--- src/inc/pdc_pkg.sv ---
//////////////////////////////////////////////////////////////////////////////
// Purpose: shared constants for the loop and calibration register block
// Assumes: APB word addressing, register index = byte address / 4
// Notes:   group index sits above the three-bit offset within a group
//////////////////////////////////////////////////////////////////////////////
package pdc_pkg;

  // register index width (group in [4:3], offset in [2:0])
  localparam int unsigned IDX_W = 5;

  // register groups
  localparam logic [1:0] GRP_OSC = 2'h0;
  localparam logic [1:0] GRP_FAST = 2'h1;
  localparam logic [1:0] GRP_MEDIUM = 2'h2;

  // offsets inside the oscillator group
  localparam logic [2:0] OFS_SLOW_TRIM = 3'h4;
  localparam logic [2:0] OFS_MULT_CTRL = 3'h5;
  localparam logic [2:0] OFS_REF_SEL = 3'h6;

  // offsets inside each calibration loop group
  localparam logic [2:0] OFS_LOOP_CTRL = 3'h0;
  localparam logic [2:0] OFS_CAL_FINE = 3'h2;
  localparam logic [2:0] OFS_CAL_COARSE = 3'h3;
  localparam logic [2:0] OFS_RATIO_LOW = 3'h5;
  localparam logic [2:0] OFS_RATIO_HIGH = 3'h6;

  // multiplier control field positions
  localparam int unsigned MULT_SRC_LSB = 6;
  localparam int unsigned MULT_HALF_BIT = 5;
  localparam int unsigned MULT_FAC_LSB = 0;

  // reference select field positions
  localparam int unsigned REF_FAST_LSB = 1;
  localparam int unsigned REF_MED_BIT = 0;

  // multiplier input codes
  localparam logic [1:0] SRC_MEDIUM_OSC = 2'h0;
  localparam logic [1:0] SRC_RESERVED = 2'h1;
  localparam logic [1:0] SRC_FAST_OSC = 2'h2;
  localparam logic [1:0] SRC_EXTERNAL = 2'h3;

  // fast loop reference codes
  localparam logic [1:0] FREF_SLOW_OSC = 2'h0;
  localparam logic [1:0] FREF_WATCH_XTAL = 2'h1;
  localparam logic [1:0] FREF_FRAME_START = 2'h2;
  localparam logic [1:0] FREF_RESERVED = 2'h3;

  // values after reset, and the fine field upper limit
  localparam logic [7:0] MULT_CTRL_RST = 8'h00;
  localparam logic [2:0] REF_SEL_RST = 3'h0;
  localparam logic [15:0] COMP_FAST_RST = 16'h7a12;
  localparam logic [15:0] COMP_MEDIUM_RST = 16'h07a1;
  localparam logic [6:0] FINE_MAX = 7'h7f;

  // calibration loop sequencer states
  typedef enum logic [0:0] {LOOP_IDLE, LOOP_MEASURE} pdc_loop_state_t;

endpackage : pdc_pkg

--- src/rtl/pdc_loop.sv ---
//////////////////////////////////////////////////////////////////////////////
// Purpose: frequency locked calibration sequencer for one oscillator
// Assumes: oscillator and reference levels already synchronised to pclk
// Notes:   oscillator must be well below pclk/2 to be counted exactly
//////////////////////////////////////////////////////////////////////////////
`timescale 1ns/1ps
module pdc_loop (
  // clock and reset
  input wire logic pclk,
  input wire logic presetn,
  // control from the register file
  input wire logic enable,
  input wire logic [15:0] comp,
  // synchronised clock levels
  input wire logic osc_lvl,
  input wire logic ref_lvl,
  // status and step requests
  output logic running,
  output logic step_up,
  output logic step_down
);

  // sequencer state word
  typedef struct packed {
    pdc_pkg::pdc_loop_state_t state;
    logic osc_prev;
    logic ref_prev;
    logic [15:0] count;
    logic up;
    logic down;
  } pdc_loop_t;

  pdc_loop_t loop_reg;
  pdc_loop_t loop_next;
  logic osc_rise;
  logic ref_rise;

  // rising edges of the sampled clocks
  assign osc_rise = osc_lvl & ~loop_reg.osc_prev;
  assign ref_rise = ref_lvl & ~loop_reg.ref_prev;

  // count oscillator edges per reference period and judge the result
  always_comb
  begin
    loop_next = loop_reg;
    loop_next.osc_prev = osc_lvl;
    loop_next.ref_prev = ref_lvl;
    loop_next.up = 1'b0;
    loop_next.down = 1'b0;
    unique case (loop_reg.state)
      pdc_pkg::LOOP_IDLE:
      begin
        // start only on a reference edge so the first period is whole
        if (enable && ref_rise)
        begin
          loop_next.state = pdc_pkg::LOOP_MEASURE;
          loop_next.count = 16'h0000;
        end
      end
      pdc_pkg::LOOP_MEASURE:
      begin
        // saturate rather than wrap, a wrap would invert the step
        if (osc_rise && (loop_reg.count != 16'hffff))
          loop_next.count = loop_reg.count + 16'h0001;
        if (ref_rise)
        begin
          loop_next.up = (loop_reg.count < comp);
          loop_next.down = (loop_reg.count > comp);
          loop_next.count = 16'h0000;
          // stop only at a period end, so running lingers after disable
          if (!enable)
            loop_next.state = pdc_pkg::LOOP_IDLE;
        end
      end
    endcase
  end

  // state register
  always_ff @(posedge pclk or negedge presetn)
  begin
    if (!presetn)
      loop_reg <= '{state: pdc_pkg::LOOP_IDLE, default: '0};
    else
      loop_reg <= loop_next;
  end

  assign running = (loop_reg.state == pdc_pkg::LOOP_MEASURE);
  assign step_up = loop_reg.up;
  assign step_down = loop_reg.down;

endmodule : pdc_loop

--- src/rtl/pdc_regs.sv ---
//////////////////////////////////////////////////////////////////////////////
// Purpose: multiplier and calibration loop registers behind an APB slave
// Assumes: factory words stable from reset release; clocks slow vs pclk
// Notes:   every access has one wait-free access phase after setup
//////////////////////////////////////////////////////////////////////////////
// Function
// reset loads factory slow oscillator trim byte
// slow trim writable anytime, drives trim
// input select 00 medium,10 fast,11 external
// no watch crystal input; external >=0.4MHz
// half output bit divides multiplier by two
// five bit factor, one to thirtyone
// fast reference: slow, watch crystal, frame start
// medium reference: slow osc or crystal
// software enables chosen reference source separately
// enable bit starts loop; others read zero
// reference stable before software sets enable
// enable reads one until loop stops
// thirteen bit value, loop or manual writes
// disabled loop: trim follows calibration registers
// fine field factory loaded, loop adjusted, locked
// coarse field factory loaded, loop never changes
// software sets fine mid-range for new targets
// two bytes form sixteen bit ratio compare
// compare resets to nominal/1.024kHz ratio
// software writes zero to reserved bits
// loop steps fine field toward compare ratio
//////////////////////////////////////////////////////////////////////////////
`timescale 1ns/1ps
module pdc_regs #(
  parameter int unsigned AW = 12
) (
  // clock and reset
  input wire logic pclk,
  input wire logic presetn,
  // apb slave
  input wire logic psel,
  input wire logic penable,
  input wire logic pwrite,
  input wire logic [AW-1:0] paddr,
  input wire logic [31:0] pwdata,
  input wire logic [3:0] pstrb,
  output logic [31:0] prdata,
  output logic pready,
  output logic pslverr,
  // factory words from the signature store
  input wire logic [7:0] factory_slow_trim,
  input wire logic [6:0] factory_fast_fine,
  input wire logic [5:0] factory_fast_coarse,
  input wire logic [6:0] factory_medium_fine,
  input wire logic [5:0] factory_medium_coarse,
  // asynchronous clock levels from the analog side
  input wire logic fast_osc_clk_in,
  input wire logic medium_osc_clk_in,
  input wire logic slow_osc_ref_in,
  input wire logic watch_crystal_ref_in,
  input wire logic frame_start_ref_in,
  // oscillator and multiplier controls
  output logic [7:0] slow_osc_trim,
  output logic [1:0] multiplier_input_select,
  output logic multiplier_half_output,
  output logic [4:0] multiplication_factor,
  output logic [1:0] fast_loop_reference_select,
  output logic medium_loop_reference_select,
  // calibration words {coarse, fine} and loop activity
  output logic [12:0] fast_osc_cal,
  output logic [12:0] medium_osc_cal,
  output logic [1:0] loop_active
);

  //////////////////////////////////////////////////////////////////////////
  // state, index 0 is the fast loop and index 1 the medium loop

  typedef struct packed {
    logic loaded;             // factory words taken
    logic [7:0] slow_trim;    // slow oscillator trim
    logic [7:0] mult_ctrl;    // source, half output, factor
    logic [2:0] ref_sel;      // fast ref [2:1], medium ref [0]
    logic [1:0] en;           // software enable per loop
    logic [1:0] active;       // enable readback, held while running
    logic [1:0][6:0] fine;    // fine calibration field
    logic [1:0][5:0] coarse;  // coarse calibration field
    logic [1:0][15:0] comp;   // ratio compare value
    logic [31:0] rdata;       // apb read data
    logic ready;              // apb ready
    logic err;                // apb error
  } pdc_regs_t;

  pdc_regs_t st_reg;
  pdc_regs_t st_next;

  localparam pdc_regs_t ST_RST = '{
    loaded: 1'b0,
    slow_trim: 8'h00,
    mult_ctrl: pdc_pkg::MULT_CTRL_RST,
    ref_sel: pdc_pkg::REF_SEL_RST,
    en: 2'h0,
    active: 2'h0,
    fine: '0,
    coarse: '0,
    comp: {pdc_pkg::COMP_MEDIUM_RST, pdc_pkg::COMP_FAST_RST},
    rdata: 32'h0000_0000,
    ready: 1'b0,
    err: 1'b0
  };

  //////////////////////////////////////////////////////////////////////////
  // address decode, shared by the read and write paths

  // true when the index names an implemented register
  function automatic logic reg_mapped(input logic [pdc_pkg::IDX_W-1:0] idx);
    logic [1:0] grp;
    logic [2:0] ofs;
    grp = idx[4:3];
    ofs = idx[2:0];
    if (grp == pdc_pkg::GRP_OSC)
      reg_mapped = (ofs == pdc_pkg::OFS_SLOW_TRIM) || (ofs == pdc_pkg::OFS_MULT_CTRL)
                   || (ofs == pdc_pkg::OFS_REF_SEL);
    else if ((grp == pdc_pkg::GRP_FAST) || (grp == pdc_pkg::GRP_MEDIUM))
      reg_mapped = (ofs == pdc_pkg::OFS_LOOP_CTRL) || (ofs == pdc_pkg::OFS_CAL_FINE)
                   || (ofs == pdc_pkg::OFS_CAL_COARSE) || (ofs == pdc_pkg::OFS_RATIO_LOW)
                   || (ofs == pdc_pkg::OFS_RATIO_HIGH);
    else
      reg_mapped = 1'b0;
  endfunction : reg_mapped

  logic [pdc_pkg::IDX_W-1:0] idx;
  logic [1:0] grp;
  logic [2:0] ofs;
  logic lp;          // loop addressed by a loop group
  logic setup;       // apb setup cycle
  logic wr;          // write takes effect this edge
  logic [7:0] wbyte; // low byte lane of the write
  logic [7:0] rbyte; // selected read byte

  assign idx = paddr[pdc_pkg::IDX_W+1:2];
  assign grp = idx[4:3];
  assign ofs = idx[2:0];
  assign lp = grp[1];
  assign setup = psel & ~penable;
  // only lane 0 carries data, so a write without it changes nothing
  assign wr = psel & penable & st_reg.ready & pwrite & pstrb[0] & reg_mapped(idx);
  assign wbyte = pwdata[7:0];

  //////////////////////////////////////////////////////////////////////////
  // synchronisers and the two calibration sequencers

  logic [4:0] clk_sync;
  logic fast_ref_lvl;
  logic medium_ref_lvl;
  logic [1:0] run;
  logic [1:0] up;
  logic [1:0] down;

  pdc_sync #(
    .W(5)
  ) u_sync (
    .pclk(pclk),
    .presetn(presetn),
    .async_in({frame_start_ref_in, watch_crystal_ref_in, slow_osc_ref_in,
               medium_osc_clk_in, fast_osc_clk_in}),
    .sync_out(clk_sync)
  );

  // route the selected reference, reserved code gives no reference
  always_comb
  begin
    unique case (st_reg.ref_sel[2:1])
      pdc_pkg::FREF_SLOW_OSC: fast_ref_lvl = clk_sync[2];
      pdc_pkg::FREF_WATCH_XTAL: fast_ref_lvl = clk_sync[3];
      pdc_pkg::FREF_FRAME_START: fast_ref_lvl = clk_sync[4];
      pdc_pkg::FREF_RESERVED: fast_ref_lvl = 1'b0;
    endcase
    medium_ref_lvl = st_reg.ref_sel[0] ? clk_sync[3] : clk_sync[2];
  end

  pdc_loop u_fast_loop (
    .pclk(pclk),
    .presetn(presetn),
    .enable(st_reg.en[0]),
    .comp(st_reg.comp[0]),
    .osc_lvl(clk_sync[0]),
    .ref_lvl(fast_ref_lvl),
    .running(run[0]),
    .step_up(up[0]),
    .step_down(down[0])
  );

  pdc_loop u_medium_loop (
    .pclk(pclk),
    .presetn(presetn),
    .enable(st_reg.en[1]),
    .comp(st_reg.comp[1]),
    .osc_lvl(clk_sync[1]),
    .ref_lvl(medium_ref_lvl),
    .running(run[1]),
    .step_up(up[1]),
    .step_down(down[1])
  );

  //////////////////////////////////////////////////////////////////////////
  // read multiplexer, unused bits read as zero

  always_comb
  begin
    rbyte = 8'h00;
    if (grp == pdc_pkg::GRP_OSC)
    begin
      if (ofs == pdc_pkg::OFS_SLOW_TRIM)
        rbyte = st_reg.slow_trim;
      else if (ofs == pdc_pkg::OFS_MULT_CTRL)
        rbyte = st_reg.mult_ctrl;
      else if (ofs == pdc_pkg::OFS_REF_SEL)
        rbyte = {5'h00, st_reg.ref_sel};
    end
    else
    begin
      if (ofs == pdc_pkg::OFS_LOOP_CTRL)
        rbyte = {7'h00, st_reg.active[lp]};
      else if (ofs == pdc_pkg::OFS_CAL_FINE)
        rbyte = {1'b0, st_reg.fine[lp]};
      else if (ofs == pdc_pkg::OFS_CAL_COARSE)
        rbyte = {2'h0, st_reg.coarse[lp]};
      else if (ofs == pdc_pkg::OFS_RATIO_LOW)
        rbyte = st_reg.comp[lp][7:0];
      else if (ofs == pdc_pkg::OFS_RATIO_HIGH)
        rbyte = st_reg.comp[lp][15:8];
    end
  end

  //////////////////////////////////////////////////////////////////////////
  // next state: factory load, loop steps, bus writes, bus answer

  always_comb
  begin
    st_next = st_reg;
    // factory words are taken on the first edge after reset release
    if (!st_reg.loaded)
    begin
      st_next.loaded = 1'b1;
      st_next.slow_trim = factory_slow_trim;
      st_next.fine = {factory_medium_fine, factory_fast_fine};
      st_next.coarse = {factory_medium_coarse, factory_fast_coarse};
    end
    // enable readback stays high until the sequencer reports idle
    st_next.active = st_reg.en | run;
    // the sequencer only ever moves the fine field, coarse is left alone
    for (int i = 0; i < 2; i++)
    begin
      if (up[i] && (st_reg.fine[i] != pdc_pkg::FINE_MAX))
        st_next.fine[i] = st_reg.fine[i] + 7'h01;
      else if (down[i] && (st_reg.fine[i] != 7'h00))
        st_next.fine[i] = st_reg.fine[i] - 7'h01;
    end
    // register writes
    if (wr)
    begin
      if (grp == pdc_pkg::GRP_OSC)
      begin
        if (ofs == pdc_pkg::OFS_SLOW_TRIM)
          st_next.slow_trim = wbyte;
        else if (ofs == pdc_pkg::OFS_MULT_CTRL)
        begin
          // a reserved source code keeps the previous source
          if (wbyte[pdc_pkg::MULT_SRC_LSB +: 2] != pdc_pkg::SRC_RESERVED)
            st_next.mult_ctrl[pdc_pkg::MULT_SRC_LSB +: 2] =
              wbyte[pdc_pkg::MULT_SRC_LSB +: 2];
          st_next.mult_ctrl[pdc_pkg::MULT_HALF_BIT] = wbyte[pdc_pkg::MULT_HALF_BIT];
          st_next.mult_ctrl[pdc_pkg::MULT_FAC_LSB +: 5] =
            wbyte[pdc_pkg::MULT_FAC_LSB +: 5];
        end
        else if (ofs == pdc_pkg::OFS_REF_SEL)
        begin
          st_next.ref_sel[2:1] = wbyte[pdc_pkg::REF_FAST_LSB +: 2];
          st_next.ref_sel[0] = wbyte[pdc_pkg::REF_MED_BIT];
        end
      end
      else if (ofs == pdc_pkg::OFS_LOOP_CTRL)
        st_next.en[lp] = wbyte[0];
      else if (ofs == pdc_pkg::OFS_CAL_FINE)
      begin
        // locked while the loop runs, manual trim only when disabled
        if (!st_reg.active[lp])
          st_next.fine[lp] = wbyte[6:0];
      end
      else if (ofs == pdc_pkg::OFS_CAL_COARSE)
      begin
        if (!st_reg.active[lp])
          st_next.coarse[lp] = wbyte[5:0];
      end
      else if (ofs == pdc_pkg::OFS_RATIO_LOW)
        st_next.comp[lp][7:0] = wbyte;
      else if (ofs == pdc_pkg::OFS_RATIO_HIGH)
        st_next.comp[lp][15:8] = wbyte;
    end
    // answer in the cycle after setup; data latched at setup
    st_next.ready = setup;
    st_next.err = setup & ~reg_mapped(idx);
    if (setup)
      st_next.rdata = {24'h00_0000, reg_mapped(idx) ? rbyte : 8'h00};
  end

  // state register, compare words start at their nominal ratios
  always_ff @(posedge pclk or negedge presetn)
  begin
    if (!presetn)
      st_reg <= ST_RST;
    else
      st_reg <= st_next;
  end

  //////////////////////////////////////////////////////////////////////////
  // outputs, each straight from the state register

  assign prdata = st_reg.rdata;
  assign pready = st_reg.ready;
  assign pslverr = st_reg.err;
  assign slow_osc_trim = st_reg.slow_trim;
  assign multiplier_input_select = st_reg.mult_ctrl[pdc_pkg::MULT_SRC_LSB +: 2];
  assign multiplier_half_output = st_reg.mult_ctrl[pdc_pkg::MULT_HALF_BIT];
  assign multiplication_factor = st_reg.mult_ctrl[pdc_pkg::MULT_FAC_LSB +: 5];
  assign fast_loop_reference_select = st_reg.ref_sel[2:1];
  assign medium_loop_reference_select = st_reg.ref_sel[0];
  // trim follows the register pair whether the loop runs or not
  assign fast_osc_cal = {st_reg.coarse[0], st_reg.fine[0]};
  assign medium_osc_cal = {st_reg.coarse[1], st_reg.fine[1]};
  assign loop_active = st_reg.active;
endmodule : pdc_regs

--- src/rtl/pdc_sync.sv ---
//////////////////////////////////////////////////////////////////////////////
// Purpose: two-flop synchroniser for asynchronous level inputs
// Assumes: each bit is an independent level, no bus coherency needed
// Notes:   first stage is read only by the second stage
//////////////////////////////////////////////////////////////////////////////
`timescale 1ns/1ps
module pdc_sync #(
  parameter int unsigned W = 1
) (
  // clock and reset
  input wire logic pclk,
  input wire logic presetn,
  // asynchronous levels in, synchronised levels out
  input wire logic [W-1:0] async_in,
  output logic [W-1:0] sync_out
);

  // both stages kept in one state word
  typedef struct packed {
    logic [W-1:0] meta;
    logic [W-1:0] stable;
  } pdc_sync_t;

  pdc_sync_t sync_reg;
  pdc_sync_t sync_next;

  // shift the input through the two stages
  always_comb
  begin
    sync_next = sync_reg;
    sync_next.meta = async_in;
    sync_next.stable = sync_reg.meta;
  end

  // state register, cleared on reset
  always_ff @(posedge pclk or negedge presetn)
  begin
    if (!presetn)
      sync_reg <= '0;
    else
      sync_reg <= sync_next;
  end

  assign sync_out = sync_reg.stable;

endmodule : pdc_sync

--- config.mk ---
export PLATFORM = sky130hd
export DESIGN_NAME = pdc_regs
export DESIGN_NICKNAME = d
export VERILOG_FILES = /design/src/inc/pdc_pkg.sv /design/src/rtl/pdc_loop.sv /design/src/rtl/pdc_regs.sv /design/src/rtl/pdc_sync.sv
export SDC_FILE = /design/constraint.sdc
export NUM_CORES = 1
export LEC_CHECK = 0
export BUFFER_PORTS_ARGS = -buffer_cell sky130_fd_sc_hd__buf_2
export CAP_MARGIN = 20
export CORE_MARGIN = 1.5
export CORE_UTILIZATION = 61
export DETAILED_ROUTE_END_ITERATION = 6
export GPL_ROUTABILITY_DRIVEN = 0
export PLACE_DENSITY = 0.86
export SLEW_MARGIN = 15
export SYNTH_ARGS = -nofsm -noshare
export SYNTH_HDL_FRONTEND = slang
export SYNTH_SLANG_ARGS = --single-unit
--- constraint.sdc ---
create_clock -name pclk -period 4.24 [get_ports pclk]
set_input_delay 0.212 -clock pclk [delete_from_list [all_inputs] [get_ports pclk]]
set_output_delay 0.212 -clock pclk [all_outputs]
set_load 0.02 [all_outputs]
==> metrics.cfg, run 1 <==
[worst_setup_path]
critical_path_fanouts_max = 3
type_of_the_worst_setup_path = flip-flop to flip-flop
cp_cell_sequence = inv_1 > ha_1 > a211oi_1 > o211ai_1 > a22o_1 > a2111oi_0 > and3_1
slowest_delay_ns = 0.61
critPathBufInv = 1
startpoint_type = flip-flop
critical-path-top-delay-family = compound AO/OA/AOI/OAI gates
timing.critical_path.to_type = flip-flop
worstPathArrival_ns = 2.96
critical_path_required_ns = 4.59
ff2ff_setup_slack_ns = 1.62
crit_slowest_cell = a2111oi_0

[run]
max_cap_violations = 0

[clock_network]
clock_path_buffers = 2
clock_latency_ns = 0.43
cts_root_buf = clkbuf_16
number_of_buffers_created_by_cts = 17
tritoncts_num_sinks = 144
tritoncts = built
cts_post_setup_buffers_inserted = 0
cts.clk_slew.worst_paths_ns = 0.06
cts_max_level = 4

[sta]
report.final.hold_viol_count = 0
max_clock_freq_mhz = 382
rsz0062_at_grt = no
clock-skew-final_ns = 0.00970
finalMaxSlewViolations = 0
timing.final.setup_violations = 0
worst_pin_slew_ns = 1.04
post-route-period-util = 0.617
maxSlewHeadroom = 0.309
fin_setup_tns_ns = 0
layout_min_cycle_time_ns = 2.62

[placement]
portBuffers = 114
dp_wirelength_mm = 16.3

[die]
row_count = 45
floorplan.core_area_sq_mm = 0.0151
die_area_sq_mm = 0.0162
die_boundary_width_microns = 127
chipHeight_microns = 127
io_pins = 173
initial_util = 0.622

[global_routing]
grt-ovfl-total = 0
initial_antenna_violation_count = 1
grt_start_max_net_pins = 112
first_global_vias = 7219
grt_first_pass_wirelength_mm = 37.2
groute.usage.overall = 0.294

[pwr]
pwr_density_cell_mw_per_mm2 = 353
power.total_w = 0.00365
total_leakage_power_nw = 4.90
ir_drop_mv = 0.337

[outcome]
status = finished clean

[drt]
detail_route.iter0.violations = 632
routedWlPerCell_microns = 19.4
ant_nets = 0
vias_per_cell = 6.30
drcViolationCount = 0
total_wirelength_of_the_detailed_routed_design_mm = 23.6
drt_pre_antenna_iters = 5
vias = 7670

[min_path]
holdCritPathClass = input pin to flip-flop

[cells_and_area]
final_common_cell = dfrtp_1
n_fill_cell = 1130
syn_to_final_growth_pct = 9.65
layout_common_cells = 130 x dfrtp_1, 113 x buf_2, 79 x mux2i_1
drive_gt1_frac = 0.229
finalCoreUtilization = 0.682
num-nets-final = 1149

[logic_synthesis]
netlist_area_sq_mm = 0.00943
yosysWarningCount = 0
synth_enable_flop_cells = 0
number_of_cells_produced_by_synthesis = 976
synth_ff_type = dfrtp_1
synth_cell_type_count = 73
async_flop_share = 1.00
sequential_fraction_of_the_synthesis_area = 0.384
synth_area_per_cell_sq_um = 9.66
synthesis_stage_register_bit_count = 144

-- worst min-delay path: cells and delay by family --
family / cells / cell delay, ns
compound gates: 1 / 0.12
buf+inv: 1 / 0.07
mux: 1 / 0.05
-- report_power, final --
group	internal, W	switching (W)
Sequential	0.00143	0.0000767
Clock	0.00112	0.000600
Combinational	0.000164	0.000265
-- layout make-up --
cell class,count,area [sq um],share of cell area
tap,188,235,0.0228
inverter,59,221,0.0214
clock inverter,13,235,0.0228
antenna,1,2.50,0.000242
multi-input combinational,669,4880,0.472
clock buffer,19,443,0.0429
timing repair buffer,125,694,0.0672
sequential,144,3620,0.350
-- path summary, 6_finish.rpt --
kind                                        startpoint                   to  cells after the start
worst max-delay path                         flip-flop  u_fast_loop.step_up                      7
max in group asynchronous                      presetn          st_reg[115]                      4
worst min register to register     u_sync.sync_next[2]   u_sync.sync_out[2]                      0
worst max register to register               flip-flop  u_fast_loop.step_up                      7
worst min-delay path            factory_fast_coarse[5]     fast_osc_cal[12]                      3
min in group asynchronous                      presetn      fast_osc_cal[1]                      2
-- cells in the mapped netlist, types with 6 or more instances --
library cell	count	share of area
mux2i_1	79	0.084
nand2_1	51	0.020
and4_1	10	0.0093
xnor2_1	13	0.012
ha_1	41	0.054
or2_2	6	0.0040
nor2_1	69	0.027
nor2b_1	6	0.0040
buf_2	13	0.0069
o21ai_0	33	0.018
buf_4	78	0.062
a21oi_1	61	0.032
nand3b_1	8	0.0064
nand4_1	24	0.016
dfstp_2	13	0.036
o211ai_1	8	0.0064
clkbuf_1	28	0.011
nor4_1	7	0.0046
and2_1	6	0.0040
o31ai_1	9	0.0072
mux2_2	46	0.055
o21a_1	7	0.0056
nand3_1	25	0.013
buf_1	7	0.0028
nor3_1	10	0.0053
dfrtp_1	131	0.35
a211oi_1	8	0.0064
inv_1	59	0.023
and3_1	11	0.0073
-- per-stage QoR --
step / worst slack, ns / hold WS, ns / cell area [sq um] / std cells
floorplan: 1.64 / -0.0836 / 9510 / 999
global placement: 1.37 / 0.320 / 9570 / 1178
detailed placement: 1.32 / 0.321 / 9570 / 1178
CTS: 1.66 / 0.0522 / 10300 / 1216
global route: 1.43 / 0.0688 / 10300 / 1218
finish: 1.62 / 0.0619 / 10300 / 1218
-- what timing repair did --
item,in CTS,in global routing
hold endpoints to repair,56,0
setup endpoints to repair,0,0
hold buffers,6,0
gates resized for setup,0,0
-- layer usage --
metal	vias up	GRT usage	wire [microns]
met5	-	0	0
met4	0	0.127	873
met3	73	0.0599	1890
met2	403	0.484	11400
met1	3688	0.377	9440
li1	3506	-	-
-- kinds of logic (layout without fill, tap and decap cells) --
kind of cell	after synthesis	count (layout)	share of synthesized area
AO/OA/AOI/OAI	193	193	0.140
flip-flops	144	144	0.384
multiplexers	128	128	0.145
adder cells (fa/ha/maj)	41	41	0.0544
XOR/XNOR	18	18	0.0167
AND/OR/NAND/NOR	264	264	0.152
other	2	26	0.000797
buffers and inverters	186	216	0.108
(Power assumes the default switching activity.)
==> run 2: changes to the inputs <==
--- a/config.mk
+++ b/config.mk
@@ -5,13 +5,14 @@
 export SDC_FILE = /design/constraint.sdc
 export NUM_CORES = 1
 export LEC_CHECK = 0
+export ABC_AREA = 1
 export BUFFER_PORTS_ARGS = -buffer_cell sky130_fd_sc_hd__buf_2
 export CAP_MARGIN = 20
 export CORE_MARGIN = 1.5
-export CORE_UTILIZATION = 61
+export CORE_UTILIZATION = 57
 export DETAILED_ROUTE_END_ITERATION = 6
 export GPL_ROUTABILITY_DRIVEN = 0
-export PLACE_DENSITY = 0.86
+export PLACE_DENSITY = 0.81
 export SLEW_MARGIN = 15
 export SYNTH_ARGS = -nofsm -noshare
 export SYNTH_HDL_FRONTEND = slang
==> constraint.sdc (replaced) <==
create_clock -name pclk -period 2.7 [get_ports pclk]
set_input_delay 0.135 -clock pclk [delete_from_list [all_inputs] [get_ports pclk]]
set_output_delay 0.135 -clock pclk [all_outputs]
set_load 0.02 [all_outputs]
==> run 2 against run 1 <==
Critical endpoint is now u_medium_loop.loop_reg[17]. Clock-buffer cell count is 1 higher. Die area grew 9.6%. Via count is 16% higher.
==> metrics.cfg, run 2 <==
[worst_setup_path]
timing.critical_path.to_type = flip-flop
worstPathArrival_ns = 2.60  ; -0.36 ns
crit_slowest_cell = nand2_1
slowest_delay_ns = 0.43  ; -0.18 ns
critical-path-top-delay-family = simple AND/OR/NAND/NOR gates
critical_path_fanouts_max = 21  ; +18
cp_common_cell = nand3_1
cp_cell_sequence = ha_1 > nand3_1 > nor2_2 > nand3_1 > o21ai_1 > nand2_1 > inv_2 > o21ai_0
type_of_the_worst_setup_path = flip-flop to flip-flop
startpoint_type = flip-flop
critPathBufInv = 1  ; unchanged
critical_path_required_ns = 3.00  ; -1.59 ns

[die]
die_area_sq_mm = 0.0178  ; +9.6%
io_pins = 173  ; unchanged
die_boundary_width_microns = 133  ; +4.7%
initial_util = 0.583  ; -0.0390
chipHeight_microns = 133  ; +4.7%
floorplan.core_area_sq_mm = 0.0166  ; +9.5%
row_count = 47  ; +4.4%

[sta]
timing.final.setup_violations = 0  ; unchanged
maxSlewHeadroom = 0.488  ; +0.179
layout_min_cycle_time_ns = 2.30  ; -0.322 ns
max_clock_freq_mhz = 436  ; +14%
report.final.hold_viol_count = 0  ; unchanged
clock-skew-final_ns = 0.00871  ; -0.000995 ns
worst_pin_slew_ns = 0.762  ; -0.274 ns
finalMaxSlewViolations = 0  ; unchanged
worst_slack_ns = 0.404  ; -1.22 ns
fin_setup_tns_ns = 0  ; unchanged
rsz0062_at_grt = no
post-route-period-util = 0.850  ; +0.233

[cells_and_area]
antennaDiodeCount = 0  ; -1
n_fill_cell = 1428  ; +26%
drive_gt1_frac = 0.147  ; -0.0822
final_common_cell = nand2_1
post_layout_nonfiller_instances = 1613  ; +32%
syn_to_final_growth_pct = 9.75  ; about the same
layout_common_cells = 378 x nand2_1, 131 x dfrtp_1, 126 x inv_1
num-nets-final = 1513  ; +32%
finalCoreUtilization = 0.640  ; -0.0422

[drt]
routedWlPerCell_microns = 15.5  ; -20%
detail_route.iter0.violations = 727  ; +15%
vias_per_cell = 5.52  ; -12%
drcViolationCount = 0  ; unchanged
ant_nets = 0  ; unchanged
total_wirelength_of_the_detailed_routed_design_mm = 24.9  ; +5.7%
drt_pre_antenna_iters = 6  ; +1
vias = 8904  ; +16%

[global_routing]
grt_util_met2 = 0.474  ; -0.00956
global_route.usage.met3 = 0.0514  ; -0.00851
grt_util_met1 = 0.376  ; -0.00136
grt_first_pass_wirelength_mm = 40.4  ; +8.7%
initial_antenna_violation_count = 0  ; -1
first_global_vias = 8332  ; +15%
groute.usage.overall = 0.286  ; -0.00790
globalRoute.busiestLayer = met2
grt-ovfl-total = 0  ; unchanged
grt_start_max_net_pins = 62  ; -45%

[pwr]
total_leakage_power_nw = 5.34  ; +9.0%
pwr_density_cell_mw_per_mm2 = 503  ; +42%
ir_drop_mv = 0.489  ; +45%

[clock_network]
number_of_buffers_created_by_cts = 17  ; unchanged
tritoncts_num_sinks = 144  ; unchanged
clock_path_buffers = 2  ; unchanged
post_cts_resize_count = 0  ; unchanged
tritoncts = built
cts.clk_slew.worst_paths_ns = 0.06  ; about the same
cts_root_buf = clkbuf_16
clock_latency_ns = 0.43  ; about the same
cts_max_level = 4  ; unchanged

[logic_synthesis]
yosys.area.top_type_share = 0.339  ; -0.00891
yosysWarningCount = 0  ; unchanged
yosys.cell_count.top_type = nand2_1
number_of_cells_produced_by_synthesis = 1321  ; +35%
synth_area_per_cell_sq_um = 7.32  ; -24%
synthesis_stage_register_bit_count = 144  ; unchanged
synth_enable_flop_cells = 0  ; unchanged
yosysTopAreaCell = dfrtp_1
synth_top_cells_by_count = 378 x nand2_1, 131 x dfrtp_1, 126 x inv_1
synth_ff_type = dfrtp_1
async_flop_share = 1.00  ; unchanged
synth_cell_type_count = 45  ; -38%
netlist_area_sq_mm = 0.00967  ; +2.6%
sequential_fraction_of_the_synthesis_area = 0.374  ; -0.00984
synth.top_cells.by_area = dfrtp_1 34%, nand2_1 15%, nand3_1 6.4%

[placement]
placed_cells = 1570  ; +33%
portBuffers = 114  ; unchanged
dp_wirelength_mm = 18.0  ; +10%
post-place-ws_ns = 0.420  ; -0.896 ns

[run]
max_cap_violations = 0  ; unchanged

[outcome]
status = finished clean

[min_path]
holdCritPathClass = input pin to flip-flop

run 2: cell count changes in the layout (fill, tap and decap cells not counted), sizes merged, moves of 35 or more:
cell / delta
o21ai: +80
inv: +72
nand2: +332
nand3: +105
mux2i: -69
nor2: +35
mux2: -48
run 2: per-stage QoR:
stage               area (sq um)  hold WS (ns)  power [W]
global route               10600        0.0262    0.00552
global placement            9930         0.146    0.00302
floorplan                   9760        -0.161    0.00287
detailed placement          9930         0.147    0.00303
CTS                        10600      0.000340    0.00535
finish                     10600       0.00997    0.00534
run 2: layout make-up:
class | instances | area [sq um] | area share
flip-flops and latches | 144 | 3620 | 0.341
inverters | 132 | 495 | 0.0467
repair buffers | 136 | 782 | 0.0737
clock inverters | 12 | 134 | 0.0126
clock buffers | 20 | 447 | 0.0421
well taps | 220 | 275 | 0.0259
multi-input cells | 949 | 4860 | 0.458
run 2: kinds of logic after synthesis:
kind of cell | Yosys count | share of synthesized area
other cells | 2 | 0.000776
mux | 10 | 0.0103
buf+inv | 251 | 0.132
fa+ha+maj | 41 | 0.0530
xor+xnor | 24 | 0.0217
simple gates | 671 | 0.309
flops | 144 | 0.374
compound gates | 178 | 0.0993
run 2: worst reg2reg max path: stages (launching register included):
cell and delay, ns:
dfrtp_1 0.40, ha_1 0.21, nand3_1 0.17, nor2_2 0.19, nand3_1 0.11, o21ai_1 0.23
nand2_1 0.43, inv_2 0.30, o21ai_0 0.12
run 2: what timing repair did:
| action | 4_1_cts | 5_1_grt |
|---|---|---|
| setup buffers | 0 | 0 |
| endpoints found under the hold margin | 66 | 0 |
| hold buffers | 11 | 0 |
run 2: worst paths after layout:
check	startpoint	slack, ns	cells past startpoint	to
setup reg to reg	u_medium_loop.loop_reg[3]	0.40	8	u_medium_loop.loop_reg[17]
hold / removal	factory_slow_trim[1]	0.01	3	slow_osc_trim[1]
max in group asynchronous	presetn	1.68	3	async pin
hold reg to reg	u_sync.sync_next[1]	0.34	0	u_sync.sync_out[1]
min in group asynchronous	presetn	0.24	2	slow_osc_trim[0]
setup / recovery	u_medium_loop.loop_reg[3]	0.40	8	u_medium_loop.loop_reg[17]
run 2: layer usage:
| layer | part of all wire | vias to the layer above |
|---|---|---|
| li1 | - | 4307 |
| met1 | 0.43 | 4187 |
| met2 | 0.48 | 357 |
| met3 | 0.068 | 53 |
| met4 | 0.023 | 0 |
| met5 | 0 | - |
run 2: where the power goes:
group	total [W]	internal (W)	switching (W)
logic	0.000712	0.000219	0.000492
clock network	0.00232	0.00139	0.000931
registers	0.00231	0.00224	0.0000724
==> run 3: changes to the inputs <==
--- a/config.mk
+++ b/config.mk
@@ -8,7 +8,7 @@
 export ABC_AREA = 1
 export BUFFER_PORTS_ARGS = -buffer_cell sky130_fd_sc_hd__buf_2
 export CAP_MARGIN = 20
-export CORE_MARGIN = 1.5
+export CORE_MARGIN = 4
 export CORE_UTILIZATION = 57
 export DETAILED_ROUTE_END_ITERATION = 6
 export GPL_ROUTABILITY_DRIVEN = 0
==> run 3 against run 2 <==
Clock skew increased by 0.0017 ns. Sequential cell count unchanged. Total power increased by 0.26%. Routed wire length increased by 1.8%. First-iteration DRC count increased by 8.3%. Core utilization increased by 0.11 points. Combinational power about the same. Maximum frequency decreased by 0.60%. Sequential share of layout area decreased by 0.060 points. Worst hold slack improved by 0.0025 ns. Critical path type unchanged. Critical endpoint unchanged. Highest routed layer unchanged.
==> metrics.cfg, run 3 (same netlist as run 2, synthesis figures left out) <==
[outcome]
status = finished clean

[clock_network]
number_of_buffers_created_by_cts = 17  ; unchanged
clock_latency_ns = 0.44  ; about the same
tritoncts = built
clock_path_buffers = 2  ; unchanged
tritoncts_num_sinks = 144  ; unchanged
cts.clk_slew.worst_paths_ns = 0.06  ; about the same
cts_root_buf = clkbuf_16
cts_max_level = 4  ; unchanged
cts_post_setup_buffers_inserted = 0  ; unchanged

[placement]
placedInstanceArea_sq_mm = 0.00993  ; unchanged
placed_cells = 1570  ; unchanged
post-place-ws_ns = 0.398  ; -0.0218 ns
portBuffers = 114  ; unchanged
dp_wirelength_mm = 18.4  ; +2.3%

[sta]
maxSlewHeadroom = 0.466  ; -0.0221
timing.final.setup_violations = 0  ; unchanged
post-route-period-util = 0.855  ; +0.00511
worst_slack_ns = 0.391  ; -0.0138 ns
max_clock_freq_mhz = 433  ; -0.60%
worst_pin_slew_ns = 0.795  ; +0.0329 ns
report.final.hold_viol_count = 0  ; unchanged
finalMaxSlewViolations = 0  ; unchanged
layout_min_cycle_time_ns = 2.31  ; +0.0138 ns
fin_setup_tns_ns = 0  ; unchanged
rsz0062_at_grt = no
timing.hold.ws_ns = 0.0125  ; +0.00254 ns
clock-skew-final_ns = 0.0104  ; +0.00167 ns

[pwr]
p_clk_frac = 0.435  ; about the same
ir_drop_mv = 0.397  ; -19%
total_leakage_power_nw = 5.35  ; +0.27%
sequentialPowerShare = 0.431  ; about the same
pwr_density_cell_mw_per_mm2 = 503  ; about the same
power.combinational.fraction = 0.134  ; about the same
power_switching_share = 0.283  ; +0.00258
power.switching_w = 0.00151  ; +1.2%
p_int_w = 0.00384  ; about the same

[worst_setup_path]
startpoint_type = flip-flop
regToRegEndpoint = u_medium_loop.loop_reg[17]
ff2ff_setup_slack_ns = 0.39  ; about the same
critical_path_fanouts_max = 21  ; unchanged
timing.critical_path.to_type = flip-flop
worst_r2r_startpoint = u_medium_loop.loop_reg[3]
setup.worst_path.end = u_medium_loop.loop_reg[17]
critPathLaunch = u_medium_loop.loop_reg[3]
type_of_the_worst_setup_path = flip-flop to flip-flop
ff2ff_path_depth = 8  ; unchanged
worstPathArrival_ns = 2.61  ; about the same
critical_path_required_ns = 3.00  ; about the same

[drt]
vias = 8973  ; +0.77%
top_signal_layer_used = met4
routed_length_on_met2_mm = 12.2  ; +1.9%
dr_wl_met3_mm = 2.21  ; +30%
drt_pre_antenna_iters = 7  ; +1
total_wirelength_of_the_detailed_routed_design_mm = 25.4  ; +1.8%
drcViolationCount = 0  ; unchanged
routedWlPerCell_microns = 15.7  ; +1.7%
ant_nets = 0  ; unchanged
vias_per_cell = 5.56  ; +0.65%
detail_route.wirelength.met1_mm = 10.4  ; -2.8%
detail_route.iter0.violations = 787  ; +8.3%

[global_routing]
grt_first_pass_wirelength_mm = 41.7  ; +3.2%
grt-ovfl-total = 0  ; unchanged
initial_antenna_violation_count = 0  ; unchanged
groute.usage.overall = 0.264  ; -0.0216
grt_start_max_net_pins = 79  ; +27%
first_global_vias = 8312  ; -0.24%

[run]
max_cap_violations = 0  ; unchanged

[cells_and_area]
drive_gt1_frac = 0.148  ; +0.000506
finalInstanceArea_sq_mm = 0.0106  ; +0.18%
post_layout_nonfiller_instances = 1615  ; +0.12%
num-nets-final = 1515  ; +0.13%
antennaDiodeCount = 0  ; unchanged
syn_to_final_growth_pct = 9.95
final_common_cell = nand2_1
layout_common_cells = 378 x nand2_1, 131 x dfrtp_1, 126 x inv_1

[die]
chipHeight_microns = 138  ; +3.8%
row_count = 47  ; unchanged
initial_util = 0.583  ; unchanged
floorplan.core_area_sq_mm = 0.0166  ; unchanged
io_pins = 173  ; unchanged
die_boundary_width_microns = 138  ; +3.8%
die_area_sq_mm = 0.0191  ; +7.6%

[min_path]
holdCritPathClass = input pin to flip-flop

[run 3: changes by cell type in the layout (fill, tap and decap cells not counted), sizes merged]
cell and delta:
clkbuf -1, clkinv +3, clkinvlp -1, dlygate4sd3 +2
inv -1
[run 3: how the worst min path moves through the flow]
stage                                 startpoint  depth (start not counted)                to  slack (ns)
after CTS                   factory_slow_trim[4]                          3  slow_osc_trim[4]       0.005
after detailed placement                 presetn                          1  slow_osc_trim[7]        0.21
after floorplan                          presetn                          0         async pin       -0.16
after global placement                   presetn                          1  slow_osc_trim[2]        0.21
after global routing                   pwdata[7]                          3         flip-flop        0.03
final                     factory_fast_coarse[4]                          5  fast_osc_cal[11]        0.01
[run 3: per-stage QoR]
stage               total power [W]   util
floorplan                   0.00287      -
global placement            0.00302  0.599
detailed placement          0.00303  0.599
CTS                         0.00537  0.641
global route                0.00555  0.641
finish                      0.00535  0.641
[run 3: critical path, cell delays in order (launching register included)]
cell     delay (ns)
dfrtp_1        0.41
ha_1           0.22
nand3_1        0.16
nor2_2         0.18
nand3_1        0.11
o21ai_1        0.23
nand2_1        0.44
inv_2          0.31
o21ai_0        0.13
[run 3: area by class of cell]
cell class | count | area, sq um
multi-input cells | 949 | 4860
repair buffers | 138 | 802
fillers | 1431 | 5950
clock inverters | 13 | 136
flip-flops and latches | 144 | 3620
clock buffers | 19 | 443
well taps | 220 | 275
inverters | 132 | 495
[run 3: power by group through the flow]
stage	combinational [W]	sequential (W)	clock, W
detailed placement	0.000690	0.00234	0
finish	0.000715	0.00231	0.00233
global route	0.000786	0.00232	0.00245
CTS	0.000708	0.00231	0.00235
global placement	0.000679	0.00234	0
floorplan	0.000550	0.00232	0
[run 3: timing repair]
item                      in CTS  in global routing
hold endpoints to repair      80                  0
gates resized for setup        0                  0
hold buffers                  13                  0
[run 3: per-layer routing]
layer  GRT usage  up-vias
li1            -     4319
met4      0.0926        0
met3      0.0539       55
met5           0        -
met1       0.360     4173
met2       0.423      426
